--- config.mk ---
export PLATFORM = sky130hd
export DESIGN_NAME = usirq_status
export DESIGN_NICKNAME = d
export VERILOG_FILES = /design/src/hw/usirq_pkg.sv /design/src/hw/usirq_status.sv
export SDC_FILE = /design/constraint.sdc
export NUM_CORES = 1
export LEC_CHECK = 0
export BUFFER_PORTS_ARGS = -buffer_cell sky130_fd_sc_hd__buf_2
export CORE_MARGIN = 5
export CORE_UTILIZATION = 50
export CTS_CLUSTER_SIZE = 16
export DETAILED_ROUTE_END_ITERATION = 10
export PLACE_DENSITY = 0.73
export REMOVE_ABC_BUFFERS = 1
export SYNTH_ARGS = -nofsm -noshare
export SYNTH_HDL_FRONTEND = slang
export SYNTH_SLANG_ARGS = --single-unit
export TNS_END_PERCENT = 1
--- constraint.sdc ---
create_clock -name clk_sys -period 6.45 [get_ports clk_sys]
set_input_delay 1.29 -clock clk_sys [delete_from_list [all_inputs] [get_ports clk_sys]]
set_output_delay 1.29 -clock clk_sys [all_outputs]
set_load 0.05 [all_outputs]
--- src/hw/usirq_pkg.sv ---
// package for the serial status and interrupt mask block
// assumes a 32-bit classic wishbone slave on one clock
package usirq_pkg;
    localparam logic [7:0] OFS_CMD     = 8'h00;
    localparam logic [7:0] OFS_MODE    = 8'h04;
    localparam logic [7:0] OFS_IEN_SET = 8'h08;
    localparam logic [7:0] OFS_IEN_CLR = 8'h0c;
    localparam logic [7:0] OFS_IEN_VIEW= 8'h10;
    localparam logic [7:0] OFS_FLAGS   = 8'h14;
    localparam logic [7:0] OFS_TIMEOUT = 8'h24;
    // command bit positions
    localparam int CMD_RX_ON   = 4;
    localparam int CMD_RX_OFF  = 5;
    localparam int CMD_TX_ON   = 6;
    localparam int CMD_TX_OFF  = 7;
    localparam int CMD_CLR_ERR = 8;
    localparam int CMD_BREAK   = 9;
    localparam int CMD_ARM_TO  = 11;
    localparam int CMD_CLR_REP = 13;
    localparam int CMD_CLR_NAK = 14;
    // mode field positions
    localparam int MODE_LSB    = 0;
    localparam int SUPPRESS    = 20;
    localparam int LIMIT       = 21;
    localparam int ITER_LSB    = 24;
    localparam int FILT        = 28;
    localparam logic [3:0]  MODE_T0    = 4'h4;
    localparam logic [31:0] MODE_RST   = 32'h0000_0000;
    localparam logic [15:0] TO_RST     = 16'h0000;
    localparam logic [19:0] IEN_RST    = 20'h0_0000;
    // status bit positions
    localparam int F_RX_CHAR_AVAILABLE = 0;
    localparam int F_TX_HOLDING_FREE = 1;
    localparam int F_BRK   = 2;
    localparam int F_RX_DMA_DONE = 3;
    localparam int F_TX_DMA_DONE = 4;
    localparam int F_OVR   = 5;
    localparam int F_FRM   = 6;
    localparam int F_PAR   = 7;
    localparam int F_TO    = 8;
    localparam int F_TXE   = 9;
    localparam int F_ITER  = 10;
    localparam int F_TXBUF = 11;
    localparam int F_RXBUF = 12;
    localparam int F_NAK   = 13;
    localparam int F_MCHG  = 16;
    localparam int F_MLVL  = 20;
endpackage

--- src/hw/usirq_status.sv ---
// status flags, interrupt mask and smart-card retry logic of a serial port
// assumes datapath event pulses and dma levels on clk_sys; modem and
// receive pins are asynchronous; sample16 is a one-cycle enable pulse
//
// Design decisions made here: the address map and register access over Wishbone.
`timescale 1ns/100ps
module usirq_status #(
    parameter int ITER_W = 3
) (
    input  wire logic        clk_sys,
    input  wire logic        rst,
    input  wire logic        wb_cyc_i,
    input  wire logic        wb_stb_i,
    input  wire logic        wb_we_i,
    input  wire logic [7:0]  wb_adr_i,
    input  wire logic [3:0]  wb_sel_i,
    input  wire logic [31:0] wb_dat_i,
    output logic      [31:0] wb_dat_o,
    output logic             wb_ack_o,
    input  wire logic        rxCharDone,
    input  wire logic        rxOverrun,
    input  wire logic        rxFrameErr,
    input  wire logic        rxParityErr,
    input  wire logic        rxBreak,
    input  wire logic        rxTimeout,
    input  wire logic        rxHoldRead,
    input  wire logic        txHoldLoaded,
    input  wire logic        txHoldTaken,
    input  wire logic        txShiftIdle,
    input  wire logic        breakStarted,
    input  wire logic        nakDetected,
    input  wire logic        rxDmaDone,
    input  wire logic        txDmaDone,
    input  wire logic        txDmaBufferEmpty,
    input  wire logic        rxDmaBufferFull,
    input  wire logic [3:0]  modemPins,
    input  wire logic        rxPin,
    input  wire logic        sample16,
    output logic             rxLineOut,
    output logic             nakDrive,
    output logic             rxEnabled,
    output logic             txEnabled,
    output logic             breakPending,
    output logic             irq
);
    logic [31:0] mode_reg;
    logic [15:0] toValue_reg;
    logic [19:0] ienMask_reg;
    logic        rxEn_reg, txEn_reg, brkPend_reg;
    logic        charSeen_reg, txFull_reg;
    logic        brk_reg, ovr_reg, frm_reg, par_reg, to_reg;
    logic        iter_reg, nak_reg;
    logic [ITER_W-1:0] iterCnt_reg;
    logic [3:0]  mSync1_reg, mSync2_reg, mPrev_reg, mChg_reg;
    logic        rxSync1_reg, rxSync2_reg;
    logic [2:0]  rxSamp_reg;
    logic        nak_next;
    logic [31:0] status;
    logic [31:0] rdData;
    logic        req, acc, wrAcc, rdFlags;
    logic [31:0] cmd;
    logic        clrErr, isT0;

    function automatic logic maj3(input logic [2:0] s);
        return (s[0] & s[1]) | (s[0] & s[2]) | (s[1] & s[2]);
    endfunction

    function automatic logic hit(input logic [7:0] ofs);
        return wb_adr_i == ofs;
    endfunction

    // bus request seen, access completes at the edge that samples ack
    assign req     = wb_cyc_i & wb_stb_i;
    assign acc     = req & wb_ack_o;
    assign wrAcc   = acc & wb_we_i;
    // change flags clear at the capture edge, so a change latched there is not lost
    assign rdFlags = req & ~wb_ack_o & ~wb_we_i & hit(usirq_pkg::OFS_FLAGS);
    assign cmd     = (wrAcc & hit(usirq_pkg::OFS_CMD)) ? wb_dat_i : 32'h0000_0000;
    assign clrErr  = cmd[usirq_pkg::CMD_CLR_ERR];
    assign isT0    = mode_reg[usirq_pkg::MODE_LSB +: 4] == usirq_pkg::MODE_T0;

    // one wait cycle: ack registered, drops after one cycle
    always_ff @(posedge clk_sys or posedge rst) begin
        if (rst) begin
            wb_ack_o <= 1'b0;
        end else begin
            wb_ack_o <= req & ~wb_ack_o;
        end
    end

    // combined status word
    always_comb begin
        status = 32'h0000_0000;
        status[usirq_pkg::F_RX_CHAR_AVAILABLE] = charSeen_reg & rxEn_reg;
        status[usirq_pkg::F_TX_HOLDING_FREE] = txEn_reg & ~txFull_reg & ~brkPend_reg;
        status[usirq_pkg::F_BRK]   = brk_reg;
        status[usirq_pkg::F_RX_DMA_DONE] = rxDmaDone;
        status[usirq_pkg::F_TX_DMA_DONE] = txDmaDone;
        status[usirq_pkg::F_OVR]   = ovr_reg;
        status[usirq_pkg::F_FRM]   = frm_reg;
        status[usirq_pkg::F_PAR]   = par_reg;
        status[usirq_pkg::F_TO]    = to_reg & (toValue_reg != 16'h0000);
        status[usirq_pkg::F_TXE]   = txEn_reg & ~txFull_reg & txShiftIdle;
        status[usirq_pkg::F_ITER]  = iter_reg;
        status[usirq_pkg::F_TXBUF] = txDmaBufferEmpty;
        status[usirq_pkg::F_RXBUF] = rxDmaBufferFull;
        status[usirq_pkg::F_NAK]   = nak_reg;
        status[usirq_pkg::F_MCHG +: 4] = mChg_reg;
        status[usirq_pkg::F_MLVL +: 4] = mSync2_reg;
    end

    // read mux, unmapped and write-only offsets read zero
    always_comb begin
        rdData = 32'h0000_0000;
        if (hit(usirq_pkg::OFS_MODE)) begin
            rdData = mode_reg;
        end else if (hit(usirq_pkg::OFS_IEN_VIEW)) begin
            rdData = {12'h000, ienMask_reg};
        end else if (hit(usirq_pkg::OFS_FLAGS)) begin
            rdData = status;
        end else if (hit(usirq_pkg::OFS_TIMEOUT)) begin
            rdData = {16'h0000, toValue_reg};
        end
    end

    // read data captured as ack rises, stable while ack high
    always_ff @(posedge clk_sys or posedge rst) begin
        if (rst) begin
            wb_dat_o <= 32'h0000_0000;
        end else if (req & ~wb_ack_o & ~wb_we_i) begin
            wb_dat_o <= rdData;
        end
    end

    // configuration registers with byte lanes
    always_ff @(posedge clk_sys or posedge rst) begin
        if (rst) begin
            mode_reg    <= usirq_pkg::MODE_RST;
            toValue_reg <= usirq_pkg::TO_RST;
        end else if (wrAcc) begin
            for (int b = 0; b < 4; b++) begin
                if (wb_sel_i[b] & hit(usirq_pkg::OFS_MODE)) begin
                    mode_reg[8*b +: 8] <= wb_dat_i[8*b +: 8];
                end
                if (wb_sel_i[b] & (b < 2) & hit(usirq_pkg::OFS_TIMEOUT)) begin
                    toValue_reg[8*(b%2) +: 8] <= wb_dat_i[8*(b%2) +: 8];
                end
            end
        end
    end

    // interrupt mask: set and clear act only on ones
    always_ff @(posedge clk_sys or posedge rst) begin
        if (rst) begin
            ienMask_reg <= usirq_pkg::IEN_RST;
        end else if (wrAcc & hit(usirq_pkg::OFS_IEN_SET)) begin
            ienMask_reg <= ienMask_reg | wb_dat_i[19:0];
        end else if (wrAcc & hit(usirq_pkg::OFS_IEN_CLR)) begin
            ienMask_reg <= ienMask_reg & ~wb_dat_i[19:0];
        end
    end

    // interrupt line registered from masked status
    always_ff @(posedge clk_sys or posedge rst) begin
        if (rst) begin
            irq <= 1'b0;
        end else begin
            irq <= |(status[19:0] & ienMask_reg);
        end
    end

    // enables; off wins when both are written together
    always_ff @(posedge clk_sys or posedge rst) begin
        if (rst) begin
            rxEn_reg <= 1'b0;
            txEn_reg <= 1'b0;
        end else begin
            if (cmd[usirq_pkg::CMD_RX_OFF]) begin
                rxEn_reg <= 1'b0;
            end else if (cmd[usirq_pkg::CMD_RX_ON]) begin
                rxEn_reg <= 1'b1;
            end
            if (cmd[usirq_pkg::CMD_TX_OFF]) begin
                txEn_reg <= 1'b0;
            end else if (cmd[usirq_pkg::CMD_TX_ON]) begin
                txEn_reg <= 1'b1;
            end
        end
    end

    // character seen survives disable so it reappears on re-enable
    always_ff @(posedge clk_sys or posedge rst) begin
        if (rst) begin
            charSeen_reg <= 1'b0;
        end else if (rxCharDone) begin
            charSeen_reg <= 1'b1;
        end else if (rxHoldRead) begin
            charSeen_reg <= 1'b0;
        end
    end

    // transmit holding occupancy and break request
    always_ff @(posedge clk_sys or posedge rst) begin
        if (rst) begin
            txFull_reg  <= 1'b0;
            brkPend_reg <= 1'b0;
        end else begin
            if (txHoldLoaded) begin
                txFull_reg <= 1'b1;
            end else if (txHoldTaken) begin
                txFull_reg <= 1'b0;
            end
            if (cmd[usirq_pkg::CMD_BREAK]) begin
                brkPend_reg <= 1'b1;
            end else if (breakStarted) begin
                brkPend_reg <= 1'b0;
            end
        end
    end

    // sticky receive errors; a new event beats the clear
    always_ff @(posedge clk_sys or posedge rst) begin
        if (rst) begin
            brk_reg <= 1'b0;
            ovr_reg <= 1'b0;
            frm_reg <= 1'b0;
            par_reg <= 1'b0;
        end else begin
            brk_reg <= rxBreak | (brk_reg & ~clrErr);
            ovr_reg <= rxOverrun | (ovr_reg & ~clrErr);
            frm_reg <= rxFrameErr | (frm_reg & ~clrErr);
            par_reg <= rxParityErr | (par_reg & ~clrErr);
        end
    end

    // time-out and nak flags
    always_ff @(posedge clk_sys or posedge rst) begin
        if (rst) begin
            to_reg  <= 1'b0;
            nak_reg <= 1'b0;
        end else begin
            to_reg  <= rxTimeout | (to_reg & ~cmd[usirq_pkg::CMD_ARM_TO]);
            nak_reg <= nakDetected | (nak_reg & ~cmd[usirq_pkg::CMD_CLR_NAK]);
        end
    end

    // negative acknowledge decision for a parity error
    always_comb begin
        nak_next = 1'b0;
        if (rxParityErr & ~mode_reg[usirq_pkg::SUPPRESS]) begin
            if (~mode_reg[usirq_pkg::LIMIT] | ~isT0) begin
                nak_next = 1'b1;
            end else begin
                nak_next = iterCnt_reg < mode_reg[usirq_pkg::ITER_LSB +: ITER_W];
            end
        end
    end

    // retry counter; a clean character ends the run of errors
    always_ff @(posedge clk_sys or posedge rst) begin
        if (rst) begin
            iterCnt_reg <= '0;
            iter_reg    <= 1'b0;
            nakDrive    <= 1'b0;
        end else begin
            nakDrive <= nak_next;
            if (cmd[usirq_pkg::CMD_CLR_REP] | (rxCharDone & ~rxParityErr)) begin
                iterCnt_reg <= '0;
            end else if (nak_next & mode_reg[usirq_pkg::LIMIT]) begin
                iterCnt_reg <= iterCnt_reg + 1'b1;
            end
            if (rxParityErr & mode_reg[usirq_pkg::LIMIT] & isT0 & ~nak_next
                & ~mode_reg[usirq_pkg::SUPPRESS]) begin
                iter_reg <= 1'b1;
            end else if (cmd[usirq_pkg::CMD_CLR_REP]) begin
                iter_reg <= 1'b0;
            end
        end
    end

    // modem inputs synchronised, changes latched until status read
    always_ff @(posedge clk_sys or posedge rst) begin
        if (rst) begin
            mSync1_reg <= 4'h0;
            mSync2_reg <= 4'h0;
            mPrev_reg  <= 4'h0;
            mChg_reg   <= 4'h0;
        end else begin
            mSync1_reg <= modemPins;
            mSync2_reg <= mSync1_reg;
            mPrev_reg  <= mSync2_reg;
            // edge beats the read clear
            mChg_reg   <= (mSync2_reg ^ mPrev_reg) | (mChg_reg & {4{~rdFlags}});
        end
    end

    // receive line filter; adds up to two sample periods of latency
    always_ff @(posedge clk_sys or posedge rst) begin
        if (rst) begin
            rxSync1_reg <= 1'b1;
            rxSync2_reg <= 1'b1;
            rxSamp_reg  <= 3'h7;
            rxLineOut   <= 1'b1;
        end else begin
            rxSync1_reg <= rxPin;
            rxSync2_reg <= rxSync1_reg;
            if (sample16) begin
                rxSamp_reg <= {rxSamp_reg[1:0], rxSync2_reg};
            end
            rxLineOut <= mode_reg[usirq_pkg::FILT] ? maj3(rxSamp_reg) : rxSync2_reg;
        end
    end

    assign rxEnabled    = rxEn_reg;
    assign txEnabled    = txEn_reg;
    assign breakPending = brkPend_reg;
endmodule
**After elaboration in Yosys (flattened, before gate mapping)**

Index checks and enable logic that the tools add are counted.

- Add/subtract/negate cells: 1
- $lt $le $gt $ge: 1
- Equality and inequality tests: 7
- Muxes and demuxes: 24
- Bitwise operators: 66
- Reductions and logical operators: 17

Operators by type and width:

| operator | count |
|---|---|
| $mux W24 | 2 |
| $and A20 B20 Y20 | 2 |
| $mux W20 | 2 |
| $and A1 B1 Y1 | 36 |
| $mux W32 | 1 |
| $not A20 Y20 | 1 |
| $or A20 B20 Y20 | 1 |
| $reduce_or A20 Y1 | 1 |
| $eq A8 B4 Y1 const B | 2 |
| $eq A8 B5 Y1 const B | 2 |
| $mux W16 | 1 |
| $reduce_bool A16 Y1 | 1 |
| $reduce_bool A2 Y1 | 8 |
| $mux W1 | 15 |
| $mux W15 | 1 |
| $not A1 Y1 | 13 |
| $reduce_and A2 Y1 | 6 |
| $or A1 B1 Y1 | 10 |
| $eq A8 B3 Y1 const B | 1 |
| $eq A8 B6 Y1 const B | 1 |
| $logic_not A8 Y1 | 1 |
| $mux W3 | 2 |
| $and A4 B4 Y4 | 1 |
| $eq A4 B3 Y1 const B | 1 |
| 4 further kinds | 4 |

- Flip-flop bits (word level): 140
- Input port bits: 71
- Output and inout port bits: 39
- Word-level logic and storage cells: 148

**Longest topological paths before layout**

- Word-level depth: 9
- Depth in mapped cells: 7
- Mapped depth without buffers: 7

**Worst setup path before layout**

OpenSTA, ideal clock, no wires.

- Path type: input to register
- From: in wb_adr_i[1]
- To: reg mode_reg[4]
- Setup time: 0.128 ns
- Arrival: 2.610 ns
- Data required time: 6.322 ns
- Setup slack: 3.713 ns
- Cell stages on the path: 5
- Buffers on the path: 0
- Path through: nor3_4 nand2_2 nor3_4 nand3_4 mux2_1

- Longest elaborated chain between the ends: 3

Ends and longest elaborated chain:

| item | RTL line | RTL |
|---|---|---|
| start: declaration | usirq_status.sv:15 | `input wire logic [7:0] wb_adr_i,` |
| $eq A8 B3 Y1 | usirq_status.sv:69 | `return wb_adr_i == ofs;` |
| $and A1 B1 Y1 | usirq_status.sv:142 | `if (wb_sel_i[b] & hit(usirq_pkg::OFS_MODE)) begin` |
| $reduce_and A2 Y1 (no line) | -- |  |
| end signal: assignment | usirq_status.sv:138 | `mode_reg <= usirq_pkg::MODE_RST;` |
| end signal: indexed assignment | usirq_status.sv:143 | `mode_reg[8*b +: 8] <= wb_dat_i[8*b +: 8];` |
| end: declaration | usirq_status.sv:46 | `logic [31:0] mode_reg;` |

Every way passes these cells.
A chain may end at the register's enable or synchronous reset.

**Worst setup path in the final report**

- From: in wb_adr_i[1]
- To: reg mode_reg[15]

The elaborated chain is that of the path after synthesis.

==> metrics.cfg <==
[setup_path]
slowest_delay_ns=0.75
rrSetupSlack_ns=3.84
crit_start=wb_adr_i[1]
end_kind=flop
crit_path_cell_trace=buf_2, nor3_4, nand2_2, nor3_4, nand3_4, mux2_1
start_kind=input port
critPathKind=input port to flop
cpMostUsedCell=nor3_4
regToRegStartpoint=wb_ack_o
ff2ff_path_depth=5
critical-path-top-delay-family=simple AND/OR/NAND/NOR gates
cp.required_ns=6.75
arrival_ns=3.69
crit_fanout=18
slowest_stage=nor3_4
crit_buf_inv=1

[cells_and_area]
drive_gt1_share_pct=33.2
nets=717
regArea_sq_mm=0.00351
multi_input_area_sq_mm=0.00247
syn2layout_area_growth_pct=22.3
post_layout_nonfiller_instances=824
n_fill_cell=928
diodes=0

[placement]
dpl.hpwl_microns=11400
dp.cells=792
io_buffers=109
gp_congestion=0.874

[route]
viasPerCell=5.70
num_vias=4695
routedWlPerCell_microns=20.1
drt_iter0_markers=364
route.detailed.drc=0
top_layer_used=met4
drt-total-wl_microns=16500
dr_wl_met2_microns=8330
ant_nets=0
dr_wl_met3_microns=1020
drt-pass1-iter-count=5
met1Wirelength_microns=6790

[hold_path]
hold_depth=0
min_from=mSync1_reg[3]
hold_path_class=flop to flop
min_to=mSync2_reg[3]

[clock_tree]
cts.path.max_buffers=2
cts-hold-fix-buffers=0
cts_tree=done
clockRootBuffer=clkbuf_16
cts.clk_slew.worst_paths_ns=0.06
clock-sinks=140
cts_resized=0
post_cts_buffers=0
cts_buffers=17
cts_max_level=4
clkLatencyLatePin_ns=0.42

[global_routing]
grt-ovfl-total=0
grt_pass1_vias=5079
grt_pass1_wl_microns=26700
grt_max_degree=72
grt.total_usage_pct=23.7
antenna_found_initial=0

[logic_synthesis]
synth_common_cells=dfrtp_1, nand2_1, mux2_2, o21ai_0, mux2i_1
synth_largest_area_cell=dfrtp_1
ys_async_sr_fraction_pct=100
synth-seq-area-share_pct=56.9
synth-edff-count=0
synthFlopType=dfrtp_1
ys_ff_latch=140
ys.warnings.count=0
synth_most_common_cell=dfrtp_1
synthDistinctLibCells=49
syn_avg_cell_area_sq_um=11.6
syn_area_sq_mm=0.00617
synthCells=532
synth_top_area_share_pct=54.3
synthTopCellsByArea=dfrtp_1, mux2_2, mux2i_1

[floorplan]
rows=40
start_util_pct=51.2
die_h_microns=121
die-area_sq_mm=0.0147
core_area_sq_mm=0.0121
io_pins=110
die_width_microns=121

[timing]
rsz0062_at_grt=false
fin_tns_setup_ns=0
relSlewSlack_pct=23.8
fin_crit_ns=3.39
slew_viol_final=0
clock.fmax_mhz=295
setup_viol=0
hold_violations=0
tightest_slew_ns=1.14
whs_ns=0.347
finalClockSkew_ns=0.00654
finalCritPeriodShare_pct=52.5

[power]
power_density_mw_per_mm2=285
peakVddDrop_mv=0.180
p_leak_uw=0.00384

[outcome]
outcome=finished, final reports clean

[run]
maxCapViolCount=0

==> where the power goes <==
group          total, uW  switching (uW)  internal (uW)
Clock               1070             364            704
Sequential           917            13.5            904
Combinational        168             122           45.9
Total               2150             500           1650
==> area by class of cell <==
| cell class | instances | area share, % |
|---|---|---|
| inverters | 30 | 1.56 |
| repair buffers | 115 | 7.82 |
| well taps | 168 | 2.79 |
| multi-input cells | 339 | 32.7 |
| flip-flops and latches | 140 | 46.5 |
| clock inverters | 12 | 2.54 |
| clock buffers | 20 | 6.05 |
==> kinds of logic after synthesis <==
logic type	share of synthesized area, %
compound gates	12.3
xor+xnor	0.709
fa+ha+maj	0.770
buf+inv	3.32
flops	56.9
mux	14.5
simple gates	11.5
==> worst reg2reg max path: stages, from the launching register on <==
cell and delay, ns:
dfrtp_1 0.40, and4_1 0.61, nand3_1 0.21, nor2_2 0.90
nand2_1 0.18, mux2i_1 0.16
==> worst max path at each step <==
| stage | to | slack [ns] | cells after the start |
|---|---|---|---|
| floorplan | async pin | 1.42 | 1 |
| global placement | mode_reg[5] | 2.70 | 6 |
| detailed placement | mode_reg[5] | 2.64 | 6 |
| CTS | mode_reg[15] | 3.08 | 6 |
| global route | mode_reg[15] | 2.91 | 6 |
| finish | mode_reg[15] | 3.06 | 6 |
==> metal layers <==
metal,GRT usage [%],vias to the layer above
met3,5.36,32
met5,0,-
met4,10.2,0
li1,-,2118
met2,39.0,168
met1,30.1,2377
==> cells in the final DEF, fill, tap and decap left out, types with 3 or more instances in the layout <==
cell	instances
mux2i_1	31
nand3_1	11
dfrtp_1	134
a211oi_1	3
nand3_4	4
buf_4	6
nor2_1	16
mux2_1	4
nor4_1	4
xor2_1	4
a21oi_1	9
bufinv_16	5
dfstp_2	6
buf_2	109
nand2b_1	3
a22o_1	5
nand2_1	77
o31ai_1	5
clkbuf_16	17
ha_1	3
o21ai_0	34
o2111ai_1	14
a221oi_1	10
a21o_1	11
mux2_2	48
clkinv_2	5
a22oi_1	8
or3_1	3
inv_1	29
==> stage by stage <==
step	power [uW]	setup slack (ns)	cell area, sq um	util (%)
CTS	2160	3.08	7550	62.6
detailed placement	1100	2.64	6900	57.2
floorplan	1020	1.42	6080	-
finish	2150	3.06	7550	62.6
global placement	1100	2.70	6900	57.2
global route	2220	2.91	7550	62.6
No activity file was read; power rests on OpenSTA's default activity.
